[config.mk]
export PLATFORM = sky130hd
export DESIGN_NAME = arc_ref_ctrl
export DESIGN_NICKNAME = d
export VERILOG_FILES = /design/src/pkg/arc_pkg.sv /design/src/pkg/arc_cfg_if.sv /design/src/verilog/arc_ref_ctrl.sv /design/src/verilog/arc_regs.sv /design/src/verilog/arc_mux.sv
export SDC_FILE = /design/constraint.sdc
export NUM_CORES = 1
export LEC_CHECK = 0
export BUFFER_PORTS_ARGS = -buffer_cell sky130_fd_sc_hd__buf_2
export CAP_MARGIN = 20
export CORE_MARGIN = 8
export CORE_UTILIZATION = 40
export CTS_BUF_LIST = sky130_fd_sc_hd__clkbuf_16
export DETAILED_ROUTE_END_ITERATION = 16
export MAX_ROUTING_LAYER = met4
export PLACE_DENSITY_LB_ADDON = 0.08
export SLEW_MARGIN = 20
export SYNTH_ARGS = -nofsm -noshare
export SYNTH_HDL_FRONTEND = slang
export SYNTH_SLANG_ARGS = --single-unit
[constraint.sdc]
create_clock -name ref_clk_i -period 1.4 [get_ports ref_clk_i]
set_input_delay 0.28 -clock ref_clk_i [delete_from_list [all_inputs] [get_ports ref_clk_i]]
set_output_delay 0.28 -clock ref_clk_i [all_outputs]
set_load 0.01 [all_outputs]
[src/pkg/arc_pkg.sv]
package arc_pkg;

  // Register offsets on the plain register port.
  localparam logic [7:0] ADDR_TEMP_OFFSET_LOW  = 8'h00_BD;
  localparam logic [7:0] ADDR_TEMP_OFFSET_HIGH = 8'h00_BE;
  localparam logic [7:0] ADDR_REFERENCE_CTRL   = 8'h00_D1;

  // Reference control field positions and reset value.
  localparam int          GND_SEL_BIT      = 5;
  localparam int          VREF_SEL_MSB     = 4;
  localparam int          VREF_SEL_LSB     = 3;
  localparam int          TEMP_EN_BIT      = 2;
  localparam logic [7:0]  REF_CTRL_RESET   = 8'h00_18;
  localparam logic [7:0]  REF_CTRL_WMASK   = 8'h00_3C;

  // Factory offset layout.
  localparam int          TEMP_OFFSET_WIDTH       = 10;
  localparam int          TEMP_OFFSET_LOW_BITS    = 2;
  localparam int          TEMP_OFFSET_LOW_POS     = 6;

  // Voltage reference selections.
  localparam logic [1:0]  VREF_EXT_PIN     = 2'h0;
  localparam logic [1:0]  VREF_SUPPLY_PIN  = 2'h1;
  localparam logic [1:0]  VREF_DIG_SUPPLY  = 2'h2;
  localparam logic [1:0]  VREF_HS_INTERNAL = 2'h3;

  // Ground reference selections driven to the analog mux.
  typedef enum logic [1:0] {
    ARC_GND_PIN,
    ARC_GND_ANALOG_PIN,
    ARC_GND_INTERNAL
  } arc_gnd_e;

  // Converter phase as seen by the reference logic.
  typedef enum logic [1:0] {
    ARC_PH_IDLE,
    ARC_PH_TRACK,
    ARC_PH_CONVERT
  } arc_phase_e;

endpackage : arc_pkg

[src/pkg/arc_cfg_if.sv]
`timescale 1ns/1ps
// Decoded reference settings passed from the register file to the mux logic.
interface arc_cfg_if;
  logic [1:0] vref_select;
  logic       ground_ref_select;
  logic       temp_sensor_enable;

  modport regs (output vref_select, output ground_ref_select, output temp_sensor_enable);
  modport mux  (input vref_select, input ground_ref_select, input temp_sensor_enable);
endinterface : arc_cfg_if

[src/verilog/arc_ref_ctrl.sv]
// Design decision made here: the strobed register port.
`timescale 1ns/1ps
module arc_ref_ctrl (
  // Clock and reset.
  input  wire logic       ref_clk_i,
  input  wire logic       resetn_i,
  // Register port.
  input  wire logic [7:0] addr_i,
  input  wire logic [7:0] wdata_i,
  input  wire logic       wr_i,
  input  wire logic       rd_i,
  output logic      [7:0] rdata_o,
  // Factory offset value loaded from trim storage.
  input  wire logic [9:0] temp_offset_i,
  // Converter status.
  input  wire logic       temp_channel_i,
  input  wire logic       tracking_i,
  input  wire logic       converting_i,
  // Analog controls.
  output logic      [3:0] vref_sel_onehot_o,
  output logic            gnd_pin_sel_o,
  output logic            analog_ground_pin_sel_o,
  output logic            gnd_internal_sel_o,
  output logic            hs_ref_power_o,
  output logic            temp_sensor_enable_o
);

  arc_cfg_if cfg ();

  logic [3:0]        vref_onehot;
  arc_pkg::arc_gnd_e gnd_sel;
  logic              hs_ref_power;
  logic              temp_en;

  // Register file.
  arc_regs u_regs (
    .ref_clk_i     (ref_clk_i),
    .resetn_i      (resetn_i),
    .addr_i        (addr_i),
    .wdata_i       (wdata_i),
    .wr_i          (wr_i),
    .rd_i          (rd_i),
    .rdata_o       (rdata_o),
    .temp_offset_i (temp_offset_i),
    .cfg           (cfg)
  );

  // Reference and ground decode.
  arc_mux u_mux (
    .cfg            (cfg),
    .temp_channel_i (temp_channel_i),
    .tracking_i     (tracking_i),
    .converting_i   (converting_i),
    .vref_onehot    (vref_onehot),
    .gnd_sel        (gnd_sel),
    .hs_ref_power   (hs_ref_power),
    .temp_en        (temp_en)
  );

  // Registered analog controls; one cycle after a setting or phase change.
  always_ff @(posedge ref_clk_i) begin
    if (!resetn_i) begin
      vref_sel_onehot_o       <= 4'h0_008;
      gnd_pin_sel_o           <= 1'b1;
      analog_ground_pin_sel_o <= 1'b0;
      gnd_internal_sel_o      <= 1'b0;
      hs_ref_power_o          <= 1'b0;
      temp_sensor_enable_o    <= 1'b0;
    end else begin
      vref_sel_onehot_o       <= vref_onehot;
      gnd_pin_sel_o           <= gnd_sel == arc_pkg::ARC_GND_PIN;
      analog_ground_pin_sel_o <= gnd_sel == arc_pkg::ARC_GND_ANALOG_PIN;
      gnd_internal_sel_o      <= gnd_sel == arc_pkg::ARC_GND_INTERNAL;
      hs_ref_power_o          <= hs_ref_power;
      temp_sensor_enable_o    <= temp_en;
    end
  end

  AST_HS_OFF_IDLE: assert property (@(posedge ref_clk_i) disable iff (!resetn_i)
    !tracking_i && !converting_i |=> !hs_ref_power_o) else $error("Fast ref on while idle.");
  AST_HS_ON: assert property (@(posedge ref_clk_i) disable iff (!resetn_i)
    converting_i && vref_onehot[3] |=> hs_ref_power_o) else $error("Fast ref off in use.");
  AST_TEMP_GND: assert property (@(posedge ref_clk_i) disable iff (!resetn_i)
    tracking_i && !converting_i && temp_channel_i |=> gnd_internal_sel_o)
    else $error("Sensor sample not on internal ground.");
  AST_CONV_GND: assert property (@(posedge ref_clk_i) disable iff (!resetn_i)
    converting_i && vref_onehot[3] |=> gnd_internal_sel_o && !analog_ground_pin_sel_o)
    else $error("Fast ref conversion not on internal ground.");
  AST_WRITE_TAKES: assert property (@(posedge ref_clk_i) disable iff (!resetn_i)
    wr_i && addr_i == arc_pkg::ADDR_REFERENCE_CTRL ##1 !(wr_i && addr_i == arc_pkg::ADDR_REFERENCE_CTRL)
    |=> temp_sensor_enable_o == $past(wdata_i[2], 2)) else $error("Sensor enable not updated.");
  AST_ONEHOT: assert property (@(posedge ref_clk_i) disable iff (!resetn_i)
    $onehot(vref_sel_onehot_o)) else $error("Reference select not one-hot.");
  AST_GND_ONE: assert property (@(posedge ref_clk_i) disable iff (!resetn_i)
    $onehot({gnd_pin_sel_o, analog_ground_pin_sel_o, gnd_internal_sel_o}))
    else $error("Ground select not one-hot.");

endmodule : arc_ref_ctrl

[src/verilog/arc_regs.sv]
`timescale 1ns/1ps
// Register file: reference control plus read-only factory offset.
module arc_regs (
  // Clock and reset.
  input  wire logic       ref_clk_i,
  input  wire logic       resetn_i,
  // Register port.
  input  wire logic [7:0] addr_i,
  input  wire logic [7:0] wdata_i,
  input  wire logic       wr_i,
  input  wire logic       rd_i,
  output logic      [7:0] rdata_o,
  // Factory offset value.
  input  wire logic [9:0] temp_offset_i,
  // Settings to the mux logic.
  arc_cfg_if.regs         cfg
);

  logic [7:0] ref_ctrl_r;
  logic [7:0] rdata_nxt;

  // Writes keep only the defined fields; unused bits stay zero.
  always_ff @(posedge ref_clk_i) begin
    if (!resetn_i) begin
      ref_ctrl_r <= arc_pkg::REF_CTRL_RESET;
    end else if (wr_i && addr_i == arc_pkg::ADDR_REFERENCE_CTRL) begin
      ref_ctrl_r <= wdata_i & arc_pkg::REF_CTRL_WMASK;
    end
  end

  // Read data mux; unmapped addresses return zero.
  always_comb begin
    rdata_nxt = 8'h00_00;
    case (addr_i)
      arc_pkg::ADDR_TEMP_OFFSET_HIGH: rdata_nxt = temp_offset_i[9:2];
      arc_pkg::ADDR_TEMP_OFFSET_LOW:  rdata_nxt = {temp_offset_i[1:0], 6'h00};
      arc_pkg::ADDR_REFERENCE_CTRL:   rdata_nxt = ref_ctrl_r & arc_pkg::REF_CTRL_WMASK;
      default:                        rdata_nxt = 8'h00_00;
    endcase
  end

  // Read data stand for exactly the cycle after the strobe.
  always_ff @(posedge ref_clk_i) begin
    if (!resetn_i) begin
      rdata_o <= 8'h00_00;
    end else if (rd_i) begin
      rdata_o <= rdata_nxt;
    end else begin
      rdata_o <= 8'h00_00;
    end
  end

  // Fields go straight from the stored register.
  assign cfg.vref_select        = ref_ctrl_r[arc_pkg::VREF_SEL_MSB:arc_pkg::VREF_SEL_LSB];
  assign cfg.ground_ref_select  = ref_ctrl_r[arc_pkg::GND_SEL_BIT];
  assign cfg.temp_sensor_enable = ref_ctrl_r[arc_pkg::TEMP_EN_BIT];

  AST_UNUSED_ZERO: assert property (@(posedge ref_clk_i) disable iff (!resetn_i)
    (ref_ctrl_r & ~arc_pkg::REF_CTRL_WMASK) == 8'h00_00) else $error("Unused bits set.");
  AST_LOW_READ: assert property (@(posedge ref_clk_i) disable iff (!resetn_i)
    rd_i && addr_i == arc_pkg::ADDR_TEMP_OFFSET_LOW |=> rdata_o[5:0] == 6'h00)
    else $error("Low offset unused bits nonzero.");
  AST_HIGH_READ: assert property (@(posedge ref_clk_i) disable iff (!resetn_i)
    rd_i && addr_i == arc_pkg::ADDR_TEMP_OFFSET_HIGH |=> rdata_o == $past(temp_offset_i[9:2]))
    else $error("High offset read wrong.");

endmodule : arc_regs

[src/verilog/arc_mux.sv]
`timescale 1ns/1ps
// Reference decode: picks voltage reference, ground reference and powers the fast reference.
module arc_mux (
  // Settings.
  arc_cfg_if.mux              cfg,
  // Converter state.
  input  wire logic           temp_channel_i,
  input  wire logic           tracking_i,
  input  wire logic           converting_i,
  // Decoded controls.
  output logic [3:0]          vref_onehot,
  output arc_pkg::arc_gnd_e   gnd_sel,
  output logic                hs_ref_power,
  output logic                temp_en
);

  // One-hot reference decode, shared by the mux and the power logic.
  function automatic logic [3:0] vref_decode(input logic [1:0] sel);
    vref_decode = 4'h0_001 << sel;
  endfunction : vref_decode

  arc_pkg::arc_phase_e phase;

  // Phase of the converter.
  always_comb begin
    if (converting_i) begin
      phase = arc_pkg::ARC_PH_CONVERT;
    end else if (tracking_i) begin
      phase = arc_pkg::ARC_PH_TRACK;
    end else begin
      phase = arc_pkg::ARC_PH_IDLE;
    end
  end

  // Reference select decode.
  assign vref_onehot = vref_decode(cfg.vref_select);

  // Fast reference runs only while the converter tracks or converts.
  // A function result cannot be bit-selected, so the shared one-hot net is read instead.
  assign hs_ref_power = vref_onehot[arc_pkg::VREF_HS_INTERNAL]
                        && phase != arc_pkg::ARC_PH_IDLE;

  // Ground choice, with internal-ground overrides taking priority.
  always_comb begin
    case (phase)
      arc_pkg::ARC_PH_TRACK: begin
        if (temp_channel_i) begin
          gnd_sel = arc_pkg::ARC_GND_INTERNAL;
        end else begin
          gnd_sel = cfg.ground_ref_select ? arc_pkg::ARC_GND_ANALOG_PIN
                                          : arc_pkg::ARC_GND_PIN;
        end
      end
      arc_pkg::ARC_PH_CONVERT: begin
        if (cfg.vref_select == arc_pkg::VREF_HS_INTERNAL) begin
          gnd_sel = arc_pkg::ARC_GND_INTERNAL;
        end else begin
          gnd_sel = cfg.ground_ref_select ? arc_pkg::ARC_GND_ANALOG_PIN
                                          : arc_pkg::ARC_GND_PIN;
        end
      end
      default: begin
        gnd_sel = cfg.ground_ref_select ? arc_pkg::ARC_GND_ANALOG_PIN
                                        : arc_pkg::ARC_GND_PIN;
      end
    endcase
  end

  assign temp_en = cfg.temp_sensor_enable;

endmodule : arc_mux

# Word level (Yosys, flattened, before mapping)
# Index checks and enable logic that the tools add are counted.
# Widths: inputs -> output; s select.
classes:
  addsub: 0
  multipliers: 0
  div_mod_pow: 0
  order_cmp: 0
  eq_ne: 8
  shift: 1
  muxes: 7
  n_bitwise: 0
  n_reduce_logical: 5
ops:
  columns: ["operator", "count"]
  rows:
  - ["$eq 8x8->1 const B", 3]
  - ["$pmux 8 s3", 1]
  - ["$eq 2x2->1 const B", 3]
  - ["$mux 2", 3]
  - ["$eq 2x1->1 const B", 2]
  - ["$pmux 2 s2", 1]
  - ["$shl 1x2->4 const A", 1]
  - ["$logic_and 1x1->1", 2]
  - ["$logic_not 2->1", 1]
  - ["$mux 1", 2]
  - ["$reduce_and 2->1", 1]
  - ["$reduce_bool 2->1", 1]
word_totals:
  regBits: 21
  latchBits: 0
  ram_bits: 0
  romBits: 0
  elab_cells: 29
  n_memories: 0

# Depth between registers and ports, before layout
# Gate-level depths: netlist (run 1).
depth:
  depth_word: 5
  ltp_mapped: 5
  mapped_depth_nobuf: 3

# Modules after synthesis
# Synthesis (run 1) repeated with hierarchy kept, for this count alone.
unflattened:
  cells_unflattened: 86
  hier_area_um2: 875.8
by_module_without_submodules:
  columns: ["module", "instances", "cells_per_inst", "area_each_um2", "seq_area_each_um2"]
  rows:
  - ["arc_regs", 1, 58, 560.5, 240.2]
  - ["arc_ref_ctrl", 1, 18, 246.5, 180.2]
  - ["arc_mux", 1, 10, 68.8, 0.0]

# Worst setup path before layout (run 1)
# OpenSTA, ideal clock, no wires.
synth_timing:
  path_kind: "input -> register"
  start: "input addr_i[3]"
  end: "register u_regs.ref_ctrl_r[2]"
  setup_ns: 0.072
  arrival_ns: 1.180
  setup_slack_ns: 0.148
  cell_stages: 4
  path_cell_list: "nor4b_4 > and3_1 > buf_2 > mux2i_1"
synth_between:
  elab_chain_len: 2
synth_lines:
  columns: ["item", "line_no", "rtl"]
  rows:
  - ["start: declaration", "arc_ref_ctrl.sv:8", "input wire logic [7:0] addr_i,"]
  - ["$eq 8x8->1", "arc_regs.sv:26", "end else if (wr_i && addr_i == arc_pkg::ADDR_REFERENCE_CTRL) begin"]
  - ["$logic_and 1x1->1", "arc_regs.sv:26", null]
  - ["end signal: assignment", "arc_regs.sv:25", "ref_ctrl_r <= arc_pkg::REF_CTRL_RESET;"]
  - ["end signal: assignment", "arc_regs.sv:27", "ref_ctrl_r <= wdata_i & arc_pkg::REF_CTRL_WMASK;"]
  - ["end: declaration", "arc_regs.sv:19", "logic [7:0] ref_ctrl_r;"]
# Every way passes these cells.
# A chain may end at the register's enable or synchronous reset.

# Final worst setup path (run 1)
# Ends and elaborated chain as after synthesis.

==> flow_summary.json, run 1 <==
{
  "status": "finished clean",
  "ys_seq_area_share_pct": 52.75,
  "reg2reg_to": "gnd_internal_sel_o",
  "clock_skew_ns": 0.0007587,
  "min_period_over_period_pct": 79.38,
  "gp_congestion": 0.7004,
  "critPathBufInv": 1,
  "avgRoutedWirePerCell_um": 11.70,
  "synth-simple-area-share_pct": 26.84,
  "ir_worst_vdd_uv": 695.4,
  "firstDrtPassIters": 3,
  "antenna_cells": 0,
  "postSynthCellCount": 81,
  "port_buffers": 45,
  "end_kind": "register",
  "synth-compound-area-share_pct": 13.19,
  "worstRegToRegCells": 3,
  "total_power_uw": 1276,
  "track_usage_pct": 11.02,
  "wl_um": 1860,
  "cts_resized": 0,
  "startpoint": "addr_i[3]",
  "vias": 765,
  "rsz0062_at_grt": "no",
  "postSynthAreaPerCell_um2": 9.840,
  "fin_tns_setup_ns": 0,
  "worstSetupPathType": "in -> reg",
  "finalSetupViolCount": 0,
  "relSlewSlack_pct": 77.75,
  "post-route-util_pct": 60.42,
  "required_ns": 1.58,
  "crit_family": "simple AND/OR/NAND/NOR gates",
  "post_cts_buffers": 0,
  "areaGrowthSynthToFinish_pct": 45.68,
  "syn_area_um2": 797.0,
  "start_util_pct": 41.47,
  "dieHeight_um": 60.64,
  "htreeDepth": 1,
  "nets": 166,
  "slowest_delay_ns": 0.38,
  "vias_per_cell": 4.811,
  "slew_viol_final": 0,
  "rows": 16,
  "hold_viol": 0,
  "path_cells": "buf_2, nor4b_4, and3_1, mux2i_1",
  "die-area_um2": 3677,
  "synth_cell_type_count": 21,
  "cts_hold_buf": 0,
  "ant_nets": 0,
  "leakage_uw": 0.0005985,
  "tightest_slew_ns": 0.3324,
  "cp_max_fo": 5,
  "cp.arrival_ns": 1.29,
  "drive_gt1_share_pct": 43.18,
  "endpoint": "u_regs.ref_ctrl_r[2]",
  "r2r_start": "u_regs.ref_ctrl_r[4]",
  "cts_tree": "done",
  "synth_xor_area_share_pct": 0,
  "syn-num-nets": 114,
  "drt_iter0_drc": 8,
  "p_per_area_nw_per_um2": 1099,
  "grt_max_degree": 14,
  "start_kind": "input pin",
  "ys_seq_elements": 21,
  "clk_latency_ns": 0.25,
  "fmax_ghz": 0.8999,
  "min_path_type": "in -> reg",
  "yosys-mux-area-fraction_pct": 2.512,
  "whs_path_depth": 3,
  "cts-root-buf": "clkbuf_16",
  "grt_pass1_wl_um": 2953,
  "rrSetupSlack_ns": 0.57,
  "synth_top_family_by_area": "simple AND/OR/NAND/NOR gates",
  "cap_violations": 0,
  "post-route-min-period_ns": 1.111,
  "cts_sinks": 21,
  "cts.clk_slew.worst_paths_ns": 0.05,
  "place_hpwl_um": 1582,
  "grt_pass1_vias": 728,
  "clock_path_buffers": 2,
  "grt_overflow": 0,
  "synth_fa_ha_area_share_pct": 0,
  "antenna_found_initial": 0,
  "fp.dieW_um": 60.64,
  "numCtsBuffers": 3,
  "cp.depth": 4,
  "io_pins": 50,
  "drc": 0,
  "cpMaxStageDelayCell": "nor4b_4",
  "yosys_warnings": 0,
  "core-area_um2": 1922
}
## synthesized netlist by cell type
master | n | area share, %
nor2_1 | 4 | 1.9
and4b_1 | 3 | 3.8
o211ai_1 | 2 | 1.9
o2111ai_2 | 1 | 1.9
dfxtp_1 | 21 | 53
clkbuf_2 | 1 | 0.63
nor4b_4 | 1 | 3.0
o21ai_0 | 3 | 1.9
clkbuf_1 | 1 | 0.47
a22oi_1 | 6 | 5.7
buf_2 | 2 | 1.3
nand4_2 | 1 | 1.6
a211oi_1 | 2 | 1.9
and3_1 | 4 | 3.1
nand4_1 | 2 | 1.6
nand2_1 | 7 | 3.3
mux2i_1 | 2 | 2.5
and2_1 | 1 | 0.79
inv_1 | 5 | 2.4
nor2b_1 | 2 | 1.6
nand3_1 | 10 | 6.3
## state kept, by name (all words and copies together) (netlist names)
register,cells
analog_ground_pin_sel_o,1
gnd_internal_sel_o,1
gnd_pin_sel_o,1
hs_ref_power_o,1
temp_sensor_enable_o,1
u_regs.rdata_o,8
u_regs.ref_ctrl_r,4
vref_sel_onehot_o,4
## how the worst min path moves through the flow
stage	startpoint	to	slack (ns)
after CTS	temp_offset_i[3]	u_regs.rdata_o[1]	0.24
after detailed placement	u_regs.ref_ctrl_r[2]	temp_sensor_enable_o	0.45
final	temp_offset_i[3]	u_regs.rdata_o[1]	0.24
after global placement	u_regs.ref_ctrl_r[2]	temp_sensor_enable_o	0.45
after floorplan	temp_offset_i[2]	u_regs.rdata_o[0]	0.39
after global routing	temp_offset_i[2]	u_regs.rdata_o[0]	0.24
## through the flow
stage / cell area, um^2 / instances / hold WS (ns) / setup WS, ns
3_3_place_gp: 1082 / 155 / 0.4520 / 0.04520
3_5_place_dp: 1082 / 155 / 0.4502 / 0.01155
4_1_cts: 1161 / 159 / 0.2370 / 0.2770
6_report: 1161 / 159 / 0.2391 / 0.2887
2_1_floorplan: 797.0 / 81 / 0.3922 / 0.1482
5_1_grt: 1161 / 159 / 0.2431 / 0.1654
## area by class of cell
| class | instances | area [um^2] |
|---|---|---|
| inverter | 5 | 18.77 |
| clock buffer | 3 | 75.07 |
| timing repair buffer | 51 | 270.3 |
| multi-input combinational | 51 | 339.1 |
| sequential | 21 | 420.4 |
| fill | 182 | 760.7 |
| tap | 27 | 33.78 |
| clock inverter | 1 | 3.754 |
## placed cells by master (no fill, tap or decap)
| master | count |
|---|---|
| inv_1 | 6 |
| buf_2 | 45 |
| a211oi_1 | 2 |
| o2111ai_2 | 1 |
| nand4_1 | 2 |
| and3_1 | 4 |
| nor2_1 | 4 |
| o211ai_1 | 2 |
| o21ai_0 | 3 |
| nand2_1 | 7 |
| buf_4 | 6 |
| nand4_2 | 1 |
| and4b_1 | 3 |
| nand3_1 | 10 |
| clkbuf_16 | 3 |
| dfxtp_1 | 21 |
| nor4b_4 | 1 |
| nor2b_1 | 2 |
| mux2i_1 | 2 |
| a22oi_1 | 6 |
| and2_1 | 1 |
## kinds of logic (layout without fill, tap and decap cells)
logic type,after synthesis,after routing
compound gates,14,14
mux,2,2
simple gates,35,35
buf+inv,9,60
flops,21,21
## power breakdown
group	switching (uW)	total, uW	internal [uW]
Sequential	1.25	605	604
Combinational	44.3	95.0	50.7
Clock	196	575	380
Total	241	1280	1030
## worst register-to-register path: cells and delay by family, from the launching register on
kind            cells  cell delay, ns
compound gates      1            0.13
flops               1            0.34
simple gates        2            0.26
## layer usage
| metal | track usage (%) | part of all wire [%] | vias to the layer above |
|---|---|---|---|
| li1 | - | - | 395 |
| met1 | 12.50 | 43 | 336 |
| met2 | 17.65 | 47 | 29 |
| met3 | 1.695 | 7.6 | 5 |
| met4 | 6.977 | 2.5 | 0 |
| met5 | - | 0 | - |
Note: power is estimated with default switching activity, not from simulation.
==> run 2, diff against run 1 <==
--- a/config.mk
+++ b/config.mk
@@ -8,7 +8,7 @@
 export BUFFER_PORTS_ARGS = -buffer_cell sky130_fd_sc_hd__buf_2
 export CAP_MARGIN = 20
 export CORE_MARGIN = 8
-export CORE_UTILIZATION = 40
+export CORE_UTILIZATION = 36
 export CTS_BUF_LIST = sky130_fd_sc_hd__clkbuf_16
 export DETAILED_ROUTE_END_ITERATION = 16
 export MAX_ROUTING_LAYER = met4
==> constraint.sdc (replaced) <==
create_clock -name ref_clk_i -period 1 [get_ports ref_clk_i]
set_input_delay 0.2 -clock ref_clk_i [delete_from_list [all_inputs] [get_ports ref_clk_i]]
set_output_delay 0.2 -clock ref_clk_i [all_outputs]
set_load 0.01 [all_outputs]
==> flow_summary.json, run 2 (synthesis results as in run 1) <==
{
  "slowest_delay_ns": 0.35,
  "worstSetupPathType": "in -> reg",
  "placed_area_um2": 1121,
  "core-area_um2": 2148,
  "worstRegToRegCells": 3,
  "cts_tree": "done",
  "clk_latency_ns": 0.25,
  "dp_cells": 161,
  "grt_pass1_wl_um": 3325,
  "r2r_start": "u_regs.ref_ctrl_r[4]",
  "rsz0062_at_grt": "yes",
  "drive_gt1_share_pct": 45.99,
  "nets": 171,
  "cts_sinks": 21,
  "grt_overflow": 0,
  "firstDrtPassIters": 4,
  "cp.arrival_ns": 1.13,
  "drt_iter0_drc": 17,
  "min_path_type": "in -> reg",
  "numCtsBuffers": 3,
  "cts_hold_buf": 0,
  "critPathBufInv": 1,
  "whs_path_depth": 3,
  "min_period_over_period_pct": 96.87,
  "start_util_pct": 37.10,
  "antenna_found_initial": 0,
  "cpMaxStageDelayCell": "nor4b_4",
  "reg_top3": "u_regs.rdata_o x8, u_regs.ref_ctrl_r x4, vref_sel_onehot_o x4",
  "slew_viol_final": 0,
  "rrSetupSlack_ns": 0.14,
  "antenna_cells": 0,
  "fin_ws_ns": 0.03133,
  "relSlewSlack_pct": 77.72,
  "htreeDepth": 1,
  "clock_skew_ns": 0.003746,
  "clock_path_buffers": 2,
  "gp_congestion": 0.7332,
  "path_cells": "buf_6, nor4b_4, o2111ai_2, a211oi_1",
  "tightest_slew_ns": 0.3307,
  "cap_violations": 0,
  "final_common_cell": "buf_2",
  "wl_um": 1957,
  "finalSetupViolCount": 0,
  "post-route-min-period_ns": 0.9687,
  "status": "finished clean",
  "track_usage_pct": 10.22,
  "reg2reg_to": "gnd_pin_sel_o",
  "cts-root-buf": "clkbuf_16",
  "place_hpwl_um": 1661,
  "ant_nets": 0,
  "die-area_um2": 3975,
  "end_kind": "register",
  "grt_max_degree": 13,
  "fmax_ghz": 1.032,
  "grt_pass1_vias": 820,
  "io_pins": 50,
  "post_cts_buffers": 0,
  "areaGrowthSynthToFinish_pct": 52.75,
  "dieHeight_um": 63.05,
  "min_from": "temp_offset_i[3]",
  "dpl_worst_slack_ns": -0.2842,
  "drc": 0,
  "vias": 775,
  "final_cell_mix": "buf_2, dfxtp_1, buf_4, nand3_1, nand2_1",
  "cp_max_fo": 6,
  "fin_area_um2": 1217,
  "port_buffers": 45,
  "regMostFlops": "u_regs.rdata_o",
  "ir_worst_vdd_uv": 703.2,
  "required_ns": 1.16,
  "rows": 17,
  "start_kind": "input pin",
  "instances_no_fill": 165,
  "min_to": "u_regs.rdata_o[1]",
  "fp.dieW_um": 63.05,
  "avgRoutedWirePerCell_um": 11.86,
  "hold_viol": 0,
  "leakage_uw": 0.0006241,
  "total_power_uw": 1801,
  "p_per_area_nw_per_um2": 1480,
  "vias_per_cell": 4.697,
  "largest_reg_flops": 8,
  "crit_family": "compound AO/OA/AOI/OAI gates",
  "cts.clk_slew.worst_paths_ns": 0.05
}
==> run 2: changes by cell type in the layout (fill, tap and decap cells not counted), sizes merged <==
cell	previous run	this run
buf	51	56
==> run 2: metal layers <==
layer,part of all wire (%),GRT usage [%],vias up
met5,0,-,-
met4,0.72,4.274,0
met3,6.0,3.180,2
met2,48,16.52,24
met1,45,11.42,343
li1,-,-,406
==> run 2: layout make-up <==
type | instances | area (um^2)
clock buffers | 3 | 75.07
clock inverters | 1 | 3.754
fillers | 221 | 930.9
inverters | 5 | 18.77
multi-input cells | 51 | 344.1
flip-flops and latches | 21 | 420.4
well taps | 28 | 35.03
repair buffers | 56 | 320.3
==> run 2: worst reg2reg max path: cells and delay by family, from the launching register on <==
kind,cells,cell delay [ns]
DFF,1,0.38
AOI/OAI and AO/OA,2,0.28
and+or+nand+nor,1,0.09
==> run 2: worst max path at each step <==
| stage | startpoint | end | depth (start not counted) |
|---|---|---|---|
| after floorplan | addr_i[5] | u_regs.ref_ctrl_r[2] | 4 |
| after global placement | addr_i[5] | u_regs.rdata_o[7] | 4 |
| after detailed placement | addr_i[5] | u_regs.rdata_o[6] | 4 |
| after CTS | addr_i[5] | u_regs.rdata_o[6] | 4 |
| after global routing | addr_i[5] | u_regs.rdata_o[6] | 4 |
| final | addr_i[5] | u_regs.rdata_o[6] | 4 |
==> run 2: timing repair <==
item | 4_1_cts | 5_1_grt
resized for setup | 1 | 4
endpoints found under the setup margin | 3 | 10
pin swaps | 1 | 0
==> run 2: stage by stage <==
| step | TNS, ns | util, % | hold WS [ns] |
|---|---|---|---|
| final | 0 | 56.67 | 0.1651 |
| after global routing | -0.1357 | 56.67 | 0.1625 |
| after CTS | 0 | 55.91 | 0.1655 |
| after detailed placement | -2.825 | 52.18 | 0.4235 |
| after global placement | -2.497 | 52.18 | 0.4158 |
| after floorplan | -1.331 | - | 0.3122 |
==> run 2: power breakdown <==
group	switching, uW	total [uW]	internal [uW]
clock	271	802	531
combinational	66.8	152	85.6
sequential	1.59	847	846
